$ cat config.mk
export PLATFORM = sky130hd
export DESIGN_NAME = tape_formatter_option_control
export DESIGN_NICKNAME = d
export VERILOG_FILES = /design/src/design/fmt_option_pkg.sv /design/src/design/tape_formatter_option_control.sv /design/src/design/char_convert.sv /design/src/design/motion_delay.sv
export SDC_FILE = /design/constraint.sdc
export NUM_CORES = 1
export LEC_CHECK = 0
export BUFFER_PORTS_ARGS = -buffer_cell sky130_fd_sc_hd__buf_2
export CAP_MARGIN = 20
export CORE_UTILIZATION = 40
export DETAILED_ROUTE_END_ITERATION = 8
export PLACE_DENSITY_LB_ADDON = 0.1
export SETUP_SLACK_MARGIN = 0.15
export SYNTH_ARGS = -nofsm -noshare
export SYNTH_HDL_FRONTEND = slang
export SYNTH_HIERARCHICAL = 1
export SYNTH_SLANG_ARGS = --single-unit
$ cat constraint.sdc
create_clock -name mclk_in -period 4.92 [get_ports mclk_in]
set_input_delay 0 -clock mclk_in [delete_from_list [all_inputs] [get_ports mclk_in]]
set_output_delay 0 -clock mclk_in [all_outputs]
set_load 0.01 [all_outputs]
$ cat src/design/fmt_option_pkg.sv
package fmt_option_pkg;

    // file-mark codes on nine-track units (octal 23, octal 17)
    localparam logic [7:0] FM_CODE_NORMAL = 8'h13;
    localparam logic [7:0] FM_CODE_SEVEN = 8'h0f;
    // bcd ten character, parity in bit 8: ones on data bits four and six
    localparam logic [8:0] BCD_TEN_CODE = 9'h050;
    localparam logic [8:0] ZERO_CODE = 9'h000;

    // clock and delay timing
    localparam int CLK_PERIOD_NS = 50;
    localparam int BASE_DELAY_US = 100;
    localparam int BASE_DELAY_CYC = (BASE_DELAY_US * 1000) / CLK_PERIOD_NS;
    localparam int DELAY_W = 20;
    localparam logic [1:0] BUSY_RESET = 2'h0;

    typedef struct packed {
        logic addr_one_strap;
        logic encoding_sel_strap;
        logic density_sel_strap;
        logic manual_disable_strap;
        logic remote_density_disable_strap;
        logic auto_odd_strap;
        logic no_rewind_irq_strap;
        logic no_read_conv_strap;
        logic no_write_conv_strap;
        logic no_fm_parity_err_strap;
        logic seven_fm_on_nine_strap;
        logic wide_gap_strap;
        logic unit_ss_report_strap;
        logic [3:0] unit_ss_strap;
    } straps_type;

    typedef struct packed {
        logic nine_track;
        logic [1:0] speed_sel;
        logic single_stack;
        logic reverse;
        logic at_bot;
        logic write_cmd;
        logic edit_mode;
    } delay_factors_type;

    typedef enum logic [1:0] {
        DLY_PRE = 2'b00,
        DLY_POST = 2'b01,
        DLY_HALT = 2'b10
    } delay_kind_type;

    typedef enum logic [1:0] {
        TMR_IDLE = 2'b00,
        TMR_RUN = 2'b01,
        TMR_DONE = 2'b10
    } timer_state_type;

endpackage

$ cat src/design/tape_formatter_option_control.sv
// Functional notes
// - address-one strap: selected while address line low
// - encoding strap: selected while encoding line low
// - density strap: selected while density request high
// - manual disabled: parity, density from controller only
// - remote density disabled: density from panel only
// - remote: density and parity from request lines
// - manual: density and parity from panel switches
// - optional strap forces odd parity on nine-track
// - strap stops rewind raising command busy
// - busy set on rewind, cleared on completion
// - even seven-track read: bcd ten becomes zero
// - bcd ten is bits four and six only
// - even seven-track write: zero becomes bcd ten
// - strap suppresses file-mark parity error
// - strap selects seven-track file mark on nine-track
// - file marks octal 23 normal, octal 17 substitute
// - per-unit single-stack straps or unit reported
// - strap picks narrow or wide head gap
// - pre and post delays position tape in gap
// - halt delay after motion removed
// - delays depend on listed tape factors
`timescale 1ns/1ps
`default_nettype none
module tape_formatter_option_control (
    input wire logic mclk_in,
    input wire logic nrst_in,
    input wire fmt_option_pkg::straps_type straps_in,
    input wire logic formatter_address_line_n_in,
    input wire logic encoding_select_n_in,
    input wire logic high_density_request_in,
    input wire logic odd_parity_request_in,
    input wire logic manual_mode_in,
    input wire logic operator_panel_density_in,
    input wire logic operator_panel_odd_parity_in,
    input wire logic [3:0] unit_select_in,
    input wire logic [3:0] unit_nine_track_in,
    input wire logic [3:0] unit_single_report_in,
    input wire logic rewind_issue_in,
    input wire logic rewind_complete_in,
    input wire logic [8:0] read_char_in,
    input wire logic [8:0] write_char_in,
    input wire logic fm_parity_error_in,
    input wire logic delay_start_in,
    input wire fmt_option_pkg::delay_kind_type delay_kind_in,
    input wire fmt_option_pkg::delay_factors_type delay_factors_in,
    output logic selected_out,
    output logic high_density_out,
    output logic odd_parity_out,
    output logic single_stack_out,
    output logic command_busy_out,
    output logic [8:0] read_char_out,
    output logic [8:0] write_char_out,
    output logic [7:0] file_mark_code_out,
    output logic parity_error_out,
    output logic delay_busy_out,
    output logic delay_done_out
);
    // two-stage synchronisers for every pin input except the straps and the delay start, kind and factors
    // reset clears them, so active-low pins read as asserted for two edges after reset
    localparam int SYNC_W = 40;
    logic [SYNC_W-1:0] pins_raw;
    logic [SYNC_W-1:0] meta_q;
    logic [SYNC_W-1:0] pins_q;

    assign pins_raw = {formatter_address_line_n_in, encoding_select_n_in, high_density_request_in,
                       odd_parity_request_in, manual_mode_in, operator_panel_density_in,
                       operator_panel_odd_parity_in, unit_select_in, unit_nine_track_in,
                       unit_single_report_in, rewind_issue_in, rewind_complete_in,
                       read_char_in, write_char_in, fm_parity_error_in};

    always_ff @(posedge mclk_in or negedge nrst_in) begin
        if (!nrst_in) begin
            meta_q <= '0;
            pins_q <= '0;
        end else begin
            meta_q <= pins_raw;
            pins_q <= meta_q;
        end
    end

    logic addr_n_s, enc_n_s, hi_den_s, odd_req_s, manual_s, pan_den_s, pan_odd_s;
    logic [3:0] usel_s, unine_s, urep_s;
    logic rew_s, rew_done_s, fm_perr_s;
    logic [8:0] rd_s, wr_s;
    assign {addr_n_s, enc_n_s, hi_den_s, odd_req_s, manual_s, pan_den_s, pan_odd_s,
            usel_s, unine_s, urep_s, rew_s, rew_done_s, rd_s, wr_s, fm_perr_s} = pins_q;

    // straps are static wiring, taken directly each cycle
    fmt_option_pkg::straps_type st;
    assign st = straps_in;

    logic nine_sel, ss_sel;
    assign nine_sel = |(usel_s & unine_s);
    // unit report replaces per-unit straps when chosen
    assign ss_sel = st.unit_ss_report_strap ? |(usel_s & urep_s) : |(usel_s & st.unit_ss_strap);

    logic sel_d, den_d, odd_d;
    always_comb begin
        // integrator fits at most one; priority only settles illegal combos
        if (st.addr_one_strap) sel_d = !addr_n_s;
        else if (st.encoding_sel_strap) sel_d = !enc_n_s;
        else if (st.density_sel_strap) sel_d = hi_den_s;
        else sel_d = 1'b1;
    end

    always_comb begin
        if (st.manual_disable_strap) begin
            den_d = hi_den_s;
            odd_d = odd_req_s;
        end else begin
            odd_d = manual_s ? pan_odd_s : odd_req_s;
            if (st.remote_density_disable_strap) den_d = pan_den_s;
            else den_d = manual_s ? pan_den_s : hi_den_s;
        end
        if (st.auto_odd_strap && nine_sel) odd_d = 1'b1;
    end

    logic sel_q, den_q, odd_q, ss_q;
    always_ff @(posedge mclk_in or negedge nrst_in) begin
        if (!nrst_in) begin
            sel_q <= 1'b0;
            den_q <= 1'b0;
            odd_q <= 1'b0;
            ss_q <= 1'b0;
        end else begin
            sel_q <= sel_d;
            den_q <= nine_sel ? 1'b0 : den_d;
            odd_q <= odd_d;
            ss_q <= ss_sel;
        end
    end
    assign selected_out = sel_q;
    assign high_density_out = den_q;
    assign odd_parity_out = odd_q;
    assign single_stack_out = ss_q;

    // command busy: completion of a rewind ends it; a new issue wins a tie
    logic busy_q;
    always_ff @(posedge mclk_in or negedge nrst_in) begin
        if (!nrst_in) begin
            busy_q <= 1'b0;
        end else if (rew_s && !st.no_rewind_irq_strap) begin
            busy_q <= 1'b1;
        end else if (rew_done_s) begin
            busy_q <= 1'b0;
        end
    end
    assign command_busy_out = busy_q;

    logic [8:0] rd_c, wr_c;
    char_convert u_conv (
        .seven_even_in(!nine_sel && !odd_d),
        .no_read_conv_in(st.no_read_conv_strap),
        .no_write_conv_in(st.no_write_conv_strap),
        .rd_char_in(rd_s),
        .wr_char_in(wr_s),
        .rd_char_out(rd_c),
        .wr_char_out(wr_c)
    );

    logic [8:0] rd_q, wr_q;
    logic [7:0] fm_q;
    logic perr_q;
    always_ff @(posedge mclk_in or negedge nrst_in) begin
        if (!nrst_in) begin
            rd_q <= 9'h000;
            wr_q <= 9'h000;
            fm_q <= fmt_option_pkg::FM_CODE_NORMAL;
            perr_q <= 1'b0;
        end else begin
            rd_q <= rd_c;
            wr_q <= wr_c;
            // a seven-track unit always takes the seven-track mark; the strap extends it to nine-track
            fm_q <= (st.seven_fm_on_nine_strap || !nine_sel) ? fmt_option_pkg::FM_CODE_SEVEN
                                                             : fmt_option_pkg::FM_CODE_NORMAL;
            perr_q <= fm_perr_s && !st.no_fm_parity_err_strap;
        end
    end
    assign read_char_out = rd_q;
    assign write_char_out = wr_q;
    assign file_mark_code_out = fm_q;
    assign parity_error_out = perr_q;

    // start, kind and factors come from logic on this clock, so they skip the synchronisers
    logic dly_busy, dly_done, dly_busy_q, dly_done_q;
    motion_delay u_delay (
        .mclk_in(mclk_in),
        .nrst_in(nrst_in),
        .start_in(delay_start_in),
        .kind_in(delay_kind_in),
        .factors_in(delay_factors_in),
        .wide_gap_in(st.wide_gap_strap),
        .busy_out(dly_busy),
        .done_out(dly_done)
    );
    always_ff @(posedge mclk_in or negedge nrst_in) begin
        if (!nrst_in) begin
            dly_busy_q <= 1'b0;
            dly_done_q <= 1'b0;
        end else begin
            dly_busy_q <= dly_busy;
            dly_done_q <= dly_done;
        end
    end
    assign delay_busy_out = dly_busy_q;
    assign delay_done_out = dly_done_q;

    a_select_none: assert property (@(posedge mclk_in) disable iff (!nrst_in)
        !(st.addr_one_strap | st.encoding_sel_strap | st.density_sel_strap) |=> sel_q)
        else $error("select not forced with no strap");
    a_select_addr: assert property (@(posedge mclk_in) disable iff (!nrst_in)
        st.addr_one_strap |=> sel_q == !$past(addr_n_s))
        else $error("address select wrong");
    a_select_dens: assert property (@(posedge mclk_in) disable iff (!nrst_in)
        (!st.addr_one_strap && !st.encoding_sel_strap && st.density_sel_strap) |=> sel_q == $past(hi_den_s))
        else $error("density select wrong");
    a_manual_off: assert property (@(posedge mclk_in) disable iff (!nrst_in)
        (st.manual_disable_strap && !(st.auto_odd_strap && nine_sel)) |=> odd_q == $past(odd_req_s))
        else $error("manual disable ignored");
    a_auto_odd: assert property (@(posedge mclk_in) disable iff (!nrst_in)
        (st.auto_odd_strap && nine_sel) |=> odd_q)
        else $error("odd parity not forced");
    a_busy_set: assert property (@(posedge mclk_in) disable iff (!nrst_in)
        (rew_s && !st.no_rewind_irq_strap) |=> busy_q)
        else $error("busy not set on rewind");
    a_busy_strap: assert property (@(posedge mclk_in) disable iff (!nrst_in)
        (st.no_rewind_irq_strap && !busy_q) |=> !busy_q)
        else $error("busy raised despite strap");
    a_read_conv: assert property (@(posedge mclk_in) disable iff (!nrst_in)
        (!nine_sel && !odd_d && !st.no_read_conv_strap && rd_s == fmt_option_pkg::BCD_TEN_CODE)
        |=> rd_q == fmt_option_pkg::ZERO_CODE)
        else $error("bcd ten not converted");
    a_fm_perr: assert property (@(posedge mclk_in) disable iff (!nrst_in)
        st.no_fm_parity_err_strap |=> !perr_q)
        else $error("file mark parity error not suppressed");

    // mode checks compare with the synchronised pins one edge back; a_nine_density only checks density stays low
    a_select_enc: assert property (@(posedge mclk_in) disable iff (!nrst_in)
        (!st.addr_one_strap && st.encoding_sel_strap) |=> sel_q == !$past(enc_n_s))
        else $error("encoding select wrong");
    a_manual_den: assert property (@(posedge mclk_in) disable iff (!nrst_in)
        (st.manual_disable_strap && !nine_sel) |=> den_q == $past(hi_den_s))
        else $error("density not from controller");
    a_panel_density: assert property (@(posedge mclk_in) disable iff (!nrst_in)
        (!st.manual_disable_strap && st.remote_density_disable_strap && !nine_sel)
        |=> den_q == $past(pan_den_s))
        else $error("density not from panel");
    a_remote_density: assert property (@(posedge mclk_in) disable iff (!nrst_in)
        (!st.manual_disable_strap && !st.remote_density_disable_strap && !manual_s && !nine_sel)
        |=> den_q == $past(hi_den_s))
        else $error("remote density wrong");
    a_remote_parity: assert property (@(posedge mclk_in) disable iff (!nrst_in)
        (!st.manual_disable_strap && !manual_s && !(st.auto_odd_strap && nine_sel))
        |=> odd_q == $past(odd_req_s))
        else $error("remote parity wrong");
    a_panel_mode: assert property (@(posedge mclk_in) disable iff (!nrst_in)
        (!st.manual_disable_strap && manual_s && !nine_sel) |=> den_q == $past(pan_den_s))
        else $error("panel density wrong");
    a_panel_parity: assert property (@(posedge mclk_in) disable iff (!nrst_in)
        (!st.manual_disable_strap && manual_s && !(st.auto_odd_strap && nine_sel))
        |=> odd_q == $past(pan_odd_s))
        else $error("panel parity wrong");
    a_nine_density: assert property (@(posedge mclk_in) disable iff (!nrst_in)
        nine_sel |=> !den_q)
        else $error("density raised on nine-track unit");

    // conversion and file-mark checks
    a_write_conv: assert property (@(posedge mclk_in) disable iff (!nrst_in)
        (!nine_sel && !odd_d && !st.no_write_conv_strap && wr_s == fmt_option_pkg::ZERO_CODE)
        |=> wr_q == fmt_option_pkg::BCD_TEN_CODE)
        else $error("zero not converted");
    a_read_bypass: assert property (@(posedge mclk_in) disable iff (!nrst_in)
        st.no_read_conv_strap |=> rd_q == $past(rd_s))
        else $error("read conversion not disabled");
    a_write_bypass: assert property (@(posedge mclk_in) disable iff (!nrst_in)
        st.no_write_conv_strap |=> wr_q == $past(wr_s))
        else $error("write conversion not disabled");
    a_fm_seven: assert property (@(posedge mclk_in) disable iff (!nrst_in)
        (st.seven_fm_on_nine_strap || !nine_sel) |=> fm_q == fmt_option_pkg::FM_CODE_SEVEN)
        else $error("seven-track mark not used");
    a_fm_normal: assert property (@(posedge mclk_in) disable iff (!nrst_in)
        (!st.seven_fm_on_nine_strap && nine_sel) |=> fm_q == fmt_option_pkg::FM_CODE_NORMAL)
        else $error("normal mark not used");

    // unit, busy, parity and delay checks
    a_ss_none: assert property (@(posedge mclk_in) disable iff (!nrst_in)
        (!st.unit_ss_report_strap && (usel_s & st.unit_ss_strap) == 4'h0) |=> !ss_q)
        else $error("single stack without strap");
    a_ss_report: assert property (@(posedge mclk_in) disable iff (!nrst_in)
        (st.unit_ss_report_strap && (usel_s & urep_s) != 4'h0) |=> ss_q)
        else $error("unit single stack report ignored");
    a_busy_clear: assert property (@(posedge mclk_in) disable iff (!nrst_in)
        (rew_done_s && (!rew_s || st.no_rewind_irq_strap)) |=> !busy_q)
        else $error("busy not cleared");
    a_busy_hold: assert property (@(posedge mclk_in) disable iff (!nrst_in)
        (busy_q && !rew_done_s) |=> busy_q)
        else $error("busy dropped early");
    a_perr_pass: assert property (@(posedge mclk_in) disable iff (!nrst_in)
        (!st.no_fm_parity_err_strap && fm_perr_s) |=> perr_q)
        else $error("file mark parity error lost");
    a_delay_pulse: assert property (@(posedge mclk_in) disable iff (!nrst_in)
        dly_done_q |=> !dly_done_q)
        else $error("delay done too long");
    a_delay_end: assert property (@(posedge mclk_in) disable iff (!nrst_in)
        dly_done_q |-> !dly_busy_q)
        else $error("delay busy with done");
endmodule // tape_formatter_option_control
`default_nettype wire

$ cat src/design/char_convert.sv
`timescale 1ns/1ps
`default_nettype none
module char_convert (
    input wire logic seven_even_in,
    input wire logic no_read_conv_in,
    input wire logic no_write_conv_in,
    input wire logic [8:0] rd_char_in,
    input wire logic [8:0] wr_char_in,
    output logic [8:0] rd_char_out,
    output logic [8:0] wr_char_out
);
    always_comb begin
        rd_char_out = rd_char_in;
        if (seven_even_in && !no_read_conv_in && rd_char_in == fmt_option_pkg::BCD_TEN_CODE) begin
            rd_char_out = fmt_option_pkg::ZERO_CODE;
        end
    end

    always_comb begin
        wr_char_out = wr_char_in;
        if (seven_even_in && !no_write_conv_in && wr_char_in == fmt_option_pkg::ZERO_CODE) begin
            wr_char_out = fmt_option_pkg::BCD_TEN_CODE;
        end
    end
endmodule // char_convert
`default_nettype wire

$ cat src/design/motion_delay.sv
`timescale 1ns/1ps
`default_nettype none
module motion_delay (
    input wire logic mclk_in,
    input wire logic nrst_in,
    input wire logic start_in,
    input wire fmt_option_pkg::delay_kind_type kind_in,
    input wire fmt_option_pkg::delay_factors_type factors_in,
    input wire logic wide_gap_in,
    output logic busy_out,
    output logic done_out
);
    localparam logic [19:0] BASE = 20'(fmt_option_pkg::BASE_DELAY_CYC);

    // weights are relative; absolute lengths scale with BASE
    function automatic logic [19:0] delay_len(input fmt_option_pkg::delay_kind_type k,
                                              input fmt_option_pkg::delay_factors_type f,
                                              input logic wide);
        logic [19:0] n;
        n = BASE;
        if (k == fmt_option_pkg::DLY_HALT) n = BASE >> 1;
        if (f.write_cmd && k != fmt_option_pkg::DLY_POST) n = n + (BASE >> 2);
        if (wide) n = n + (BASE >> 2);
        if (f.single_stack) n = n + (BASE >> 3);
        if (!f.nine_track) n = n + (BASE >> 3);
        if (f.reverse) n = n + (BASE >> 3);
        if (f.at_bot) n = n + BASE;
        if (f.edit_mode) n = n - (BASE >> 3);
        n = n >> f.speed_sel;
        if (n == 20'h00000) n = 20'h00001;
        return n;
    endfunction

    fmt_option_pkg::timer_state_type state_q;
    logic [19:0] count_q;

    always_ff @(posedge mclk_in or negedge nrst_in) begin
        if (!nrst_in) begin
            state_q <= fmt_option_pkg::TMR_IDLE;
            count_q <= 20'h00000;
        end else begin
            case (state_q)
                fmt_option_pkg::TMR_IDLE: begin
                    if (start_in) begin
                        count_q <= delay_len(kind_in, factors_in, wide_gap_in);
                        state_q <= fmt_option_pkg::TMR_RUN;
                    end
                end
                fmt_option_pkg::TMR_RUN: begin
                    if (count_q == 20'h00001) begin
                        state_q <= fmt_option_pkg::TMR_DONE;
                    end
                    count_q <= count_q - 20'h00001;
                end
                fmt_option_pkg::TMR_DONE: state_q <= fmt_option_pkg::TMR_IDLE;
                default: state_q <= fmt_option_pkg::TMR_IDLE;
            endcase
        end
    end

    assign busy_out = (state_q == fmt_option_pkg::TMR_RUN);
    assign done_out = (state_q == fmt_option_pkg::TMR_DONE);
endmodule // motion_delay
`default_nettype wire

==> impl_metrics.env <==
export IMPL_synth_cell_types=99
export IMPL_slew_violations=0
export IMPL_setup_viol=0
export IMPL_cts_tree="yes"
export IMPL_rsz0062_at_grt="false"
export IMPL_vias_per_cell=5.497
export IMPL_grt_pass1_wl_mm=27.97
export IMPL_clock_sinks=130
export IMPL_dp_hpwl_mm=12.15
export IMPL_skew_ns=0.009078
export IMPL_drv_cap=0
export IMPL_vias=5876
export IMPL_root_buffer="clkbuf_16"
export IMPL_grt_usage_pct=19.62
export IMPL_drc=0
export IMPL_async_reset_ff_share_pct=100.0
export IMPL_crit_type="in2reg"
export IMPL_place_area_um2=7685
export IMPL_clockBufferDepth=2
export IMPL_fmax_mhz=227.4
export IMPL_synth_top_area_share_pct=46.34
export IMPL_vdd_drop_max_uv=347.9
export IMPL_cts_clk_slew_worst_paths_ns=0.06
export IMPL_first_global_vias=5749
export IMPL_path_max_fanout=7
export IMPL_synth_flop_cell="dfrtp_1"
export IMPL_cts_inserted_buffers=17
export IMPL_path_cells="buf_2, nand2b_1, nand2_1, ha_1, and2_1, nor2_4, ha_1, nand2_1, xnor2_4, xnor2_1, and3_1, nor2_1, ha_1, nor2_1, nand2_1, nor3_1, mux2i_1, a21boi_1, nor2_1, xnor2_1, mux2_2, mux2_2, a221o_1"
export IMPL_synth_area_leaders="dfrtp_1, a21oi_1, o21ai_0"
export IMPL_drt_total_wl_mm=17.19
export IMPL_max_stage_delay_ns=0.36
export IMPL_synth_cells=685
export IMPL_drive_above_1_share_pct=23.32
export IMPL_h_tree_depth=4
export IMPL_pre_cts_ws_ns=-0.01469
export IMPL_fin_crit_sh_pct=89.38
export IMPL_hold_viol=0
export IMPL_drt_iter0_markers=451
export IMPL_hold_path_class="in2reg"
export IMPL_setup_ws_ns=0.5226
export IMPL_grt_ovfl_total=0
export IMPL_clk_latency_ns=0.41
export IMPL_synthSimpleGateAreaFrac_pct=17.35
export IMPL_die_h_um=134.0
export IMPL_syn_area_um2=6965
export IMPL_dr_pass1_iters=5
export IMPL_relSlewSlack_pct=33.89
export IMPL_multi_input_area_um2=3458
export IMPL_power_density_nw_per_um2=373.4
export IMPL_core_rowCount=47
export IMPL_status="completed"
export IMPL_wl_per_cell_um=16.08
export IMPL_seq_area_um2=3254
export IMPL_ant_nets=0
export IMPL_p_leak_uw=0.003870
export IMPL_numPortBuffers=98
export IMPL_yosys_warnings=6
export IMPL_yosys_area_top_type="dfrtp_1"
export IMPL_synth_top_family_by_area="compound AO/OA/AOI/OAI gates"
export IMPL_crit_required_ns=5.21
export IMPL_final_area_um2=8859
export IMPL_ioPinCount=104
export IMPL_diodes=0
export IMPL_synth_compound_area_share_pct=19.35
export IMPL_crit_path_start_kind="primary input"
export IMPL_synth_adder_area_share_pct=2.838
export IMPL_grt_max_degree=81
export IMPL_syn_avg_cell_area_um2=10.17
export IMPL_die_area_um2=17950
export IMPL_yosys_area_share_xor_xnor_pct=5.281
export IMPL_layout_common_cells="dfrtp_1, buf_2, dlygate4sd3_1, nand2_1, nor2_1"
export IMPL_gp_congestion=0.8416
export IMPL_yosys_mux_area_fraction_pct=4.149
export IMPL_syn2layout_area_growth_pct=27.18
export IMPL_final_common_cell="dfrtp_1"
export IMPL_antenna_found_initial=0
export IMPL_synth_enable_flop_cells=0
export IMPL_tns_ns=0
export IMPL_initial_core_util_pct=41.41
export IMPL_cp_slowest_cell="a21boi_1"
export IMPL_arrival_ns=4.69
export IMPL_synth_seq_cells=130
export IMPL_yosysSeqAreaShare_pct=46.72
export IMPL_crit_path_end_kind="flip-flop"
export IMPL_tightest_slew_ns=0.9825
export IMPL_core_um2=16820
export IMPL_dieWidth_um=134.0
export IMPL_layout_nets=921
export IMPL_finalCriticalPeriod_ns=4.397
export IMPL_fillerInstances=1515
## registers in the layout, summed over array words and instances, names as in the netlist
register / count
write_char_out: 9
high_density_out: 1
delay_busy_out: 1
file_mark_code_out: 2
odd_parity_out: 1
parity_error_out: 1
read_char_out: 9
pins_q: 40
u_delay/count_q: 20
selected_out: 1
delay_done_out: 1
single_stack_out: 1
command_busy_out: 1
meta_q: 40
u_delay/state_q: 2
## worst paths after layout
path,endpoint,slack (ns),cells past startpoint,start
setup reg to reg,u_delay/count_q[0],2.32,8,u_delay/state_q[1]
max in group asynchronous,write_char_out[0],3.20,5,nrst_in
hold reg to reg,pins_q[1],0.35,0,meta_q[1]
setup / recovery,u_delay/count_q[8],0.52,23,delay_kind_in[1]
hold / removal,odd_parity_out,0.08,4,straps_in[13]
min in group asynchronous,pins_q[31],0.50,3,nrst_in
## critical path, delay by kind of cell
| kind | cells | cell delay (ns) |
|---|---|---|
| xor+xnor | 3 | 0.73 |
| simple gates | 11 | 1.57 |
| compound gates | 2 | 0.70 |
| buf+inv | 1 | 0.12 |
| fa+ha+maj | 3 | 0.79 |
| mux | 3 | 0.75 |
## through the flow
step                instances  power (uW)  hold WS [ns]  util (%)
finish                   1069        3308       0.07717     52.67
global route             1069        3489       0.09641     52.67
CTS                      1067        3320       0.03529     52.28
detailed placement        982        2078        0.1093     45.69
global placement          982        2061        0.1074     45.69
floorplan                 688        1841       -0.2956         -
## kinds of logic (layout without fill, tap and decap cells)
family / Yosys count / in the layout
mux: 25 / 25
flops: 130 / 130
compound gates: 188 / 188
simple gates: 220 / 220
fa+ha+maj: 16 / 16
buf+inv: 69 / 230
other cells: 2 / 5
xor+xnor: 35 / 35
## metal layers
| metal | vias up | GRT usage, % | part of all wire [%] |
|---|---|---|---|
| met5 | - | 0 | 0 |
| met3 | 13 | 3.137 | 4.8 |
| met2 | 194 | 32.10 | 47 |
| met1 | 2866 | 26.33 | 47 |
| li1 | 2803 | - | - |
| met4 | 0 | 6.944 | 1.2 |
## power by group
part           internal (uW)  switching (uW)
Sequential              1170            73.9
Clock                    728             464
Combinational            381             495
## timing repair
item,CTS,global route
gates resized for setup,0,4
endpoints found under the setup margin,0,5
hold endpoints to repair,130,6
hold buffers,53,1
setup buffers,0,0
## synth_stat cells (4+ instances only)
master,n
a211o_1,4
a21oi_1,38
a22o_1,5
a22oi_1,9
a31oi_1,12
and3_1,7
buf_4,6
clkbuf_1,28
dfrtp_1,129
ha_1,15
inv_1,26
mux2_2,7
mux2i_1,15
nand2_1,50
nand2b_1,12
nand3_1,19
nand4_1,8
nor2_1,48
nor2b_1,5
nor3_1,23
nor4_1,5
nor4b_2,4
o2111ai_1,6
o211ai_1,8
o21a_1,4
o21ai_0,38
o221ai_1,6
o22ai_1,5
o2bb2ai_1,4
or2_2,4
xnor2_1,18
xor2_1,12
## final cells by class
type / instances / share of cell area, %
inverter: 28 / 1.186
tap: 220 / 3.107
clock inverter: 13 / 1.398
timing repair buffer: 170 / 13.42
multi-input combinational: 489 / 39.04
clock buffer: 19 / 5.113
sequential: 130 / 36.74
Note: power is estimated with default switching activity, not from simulation.
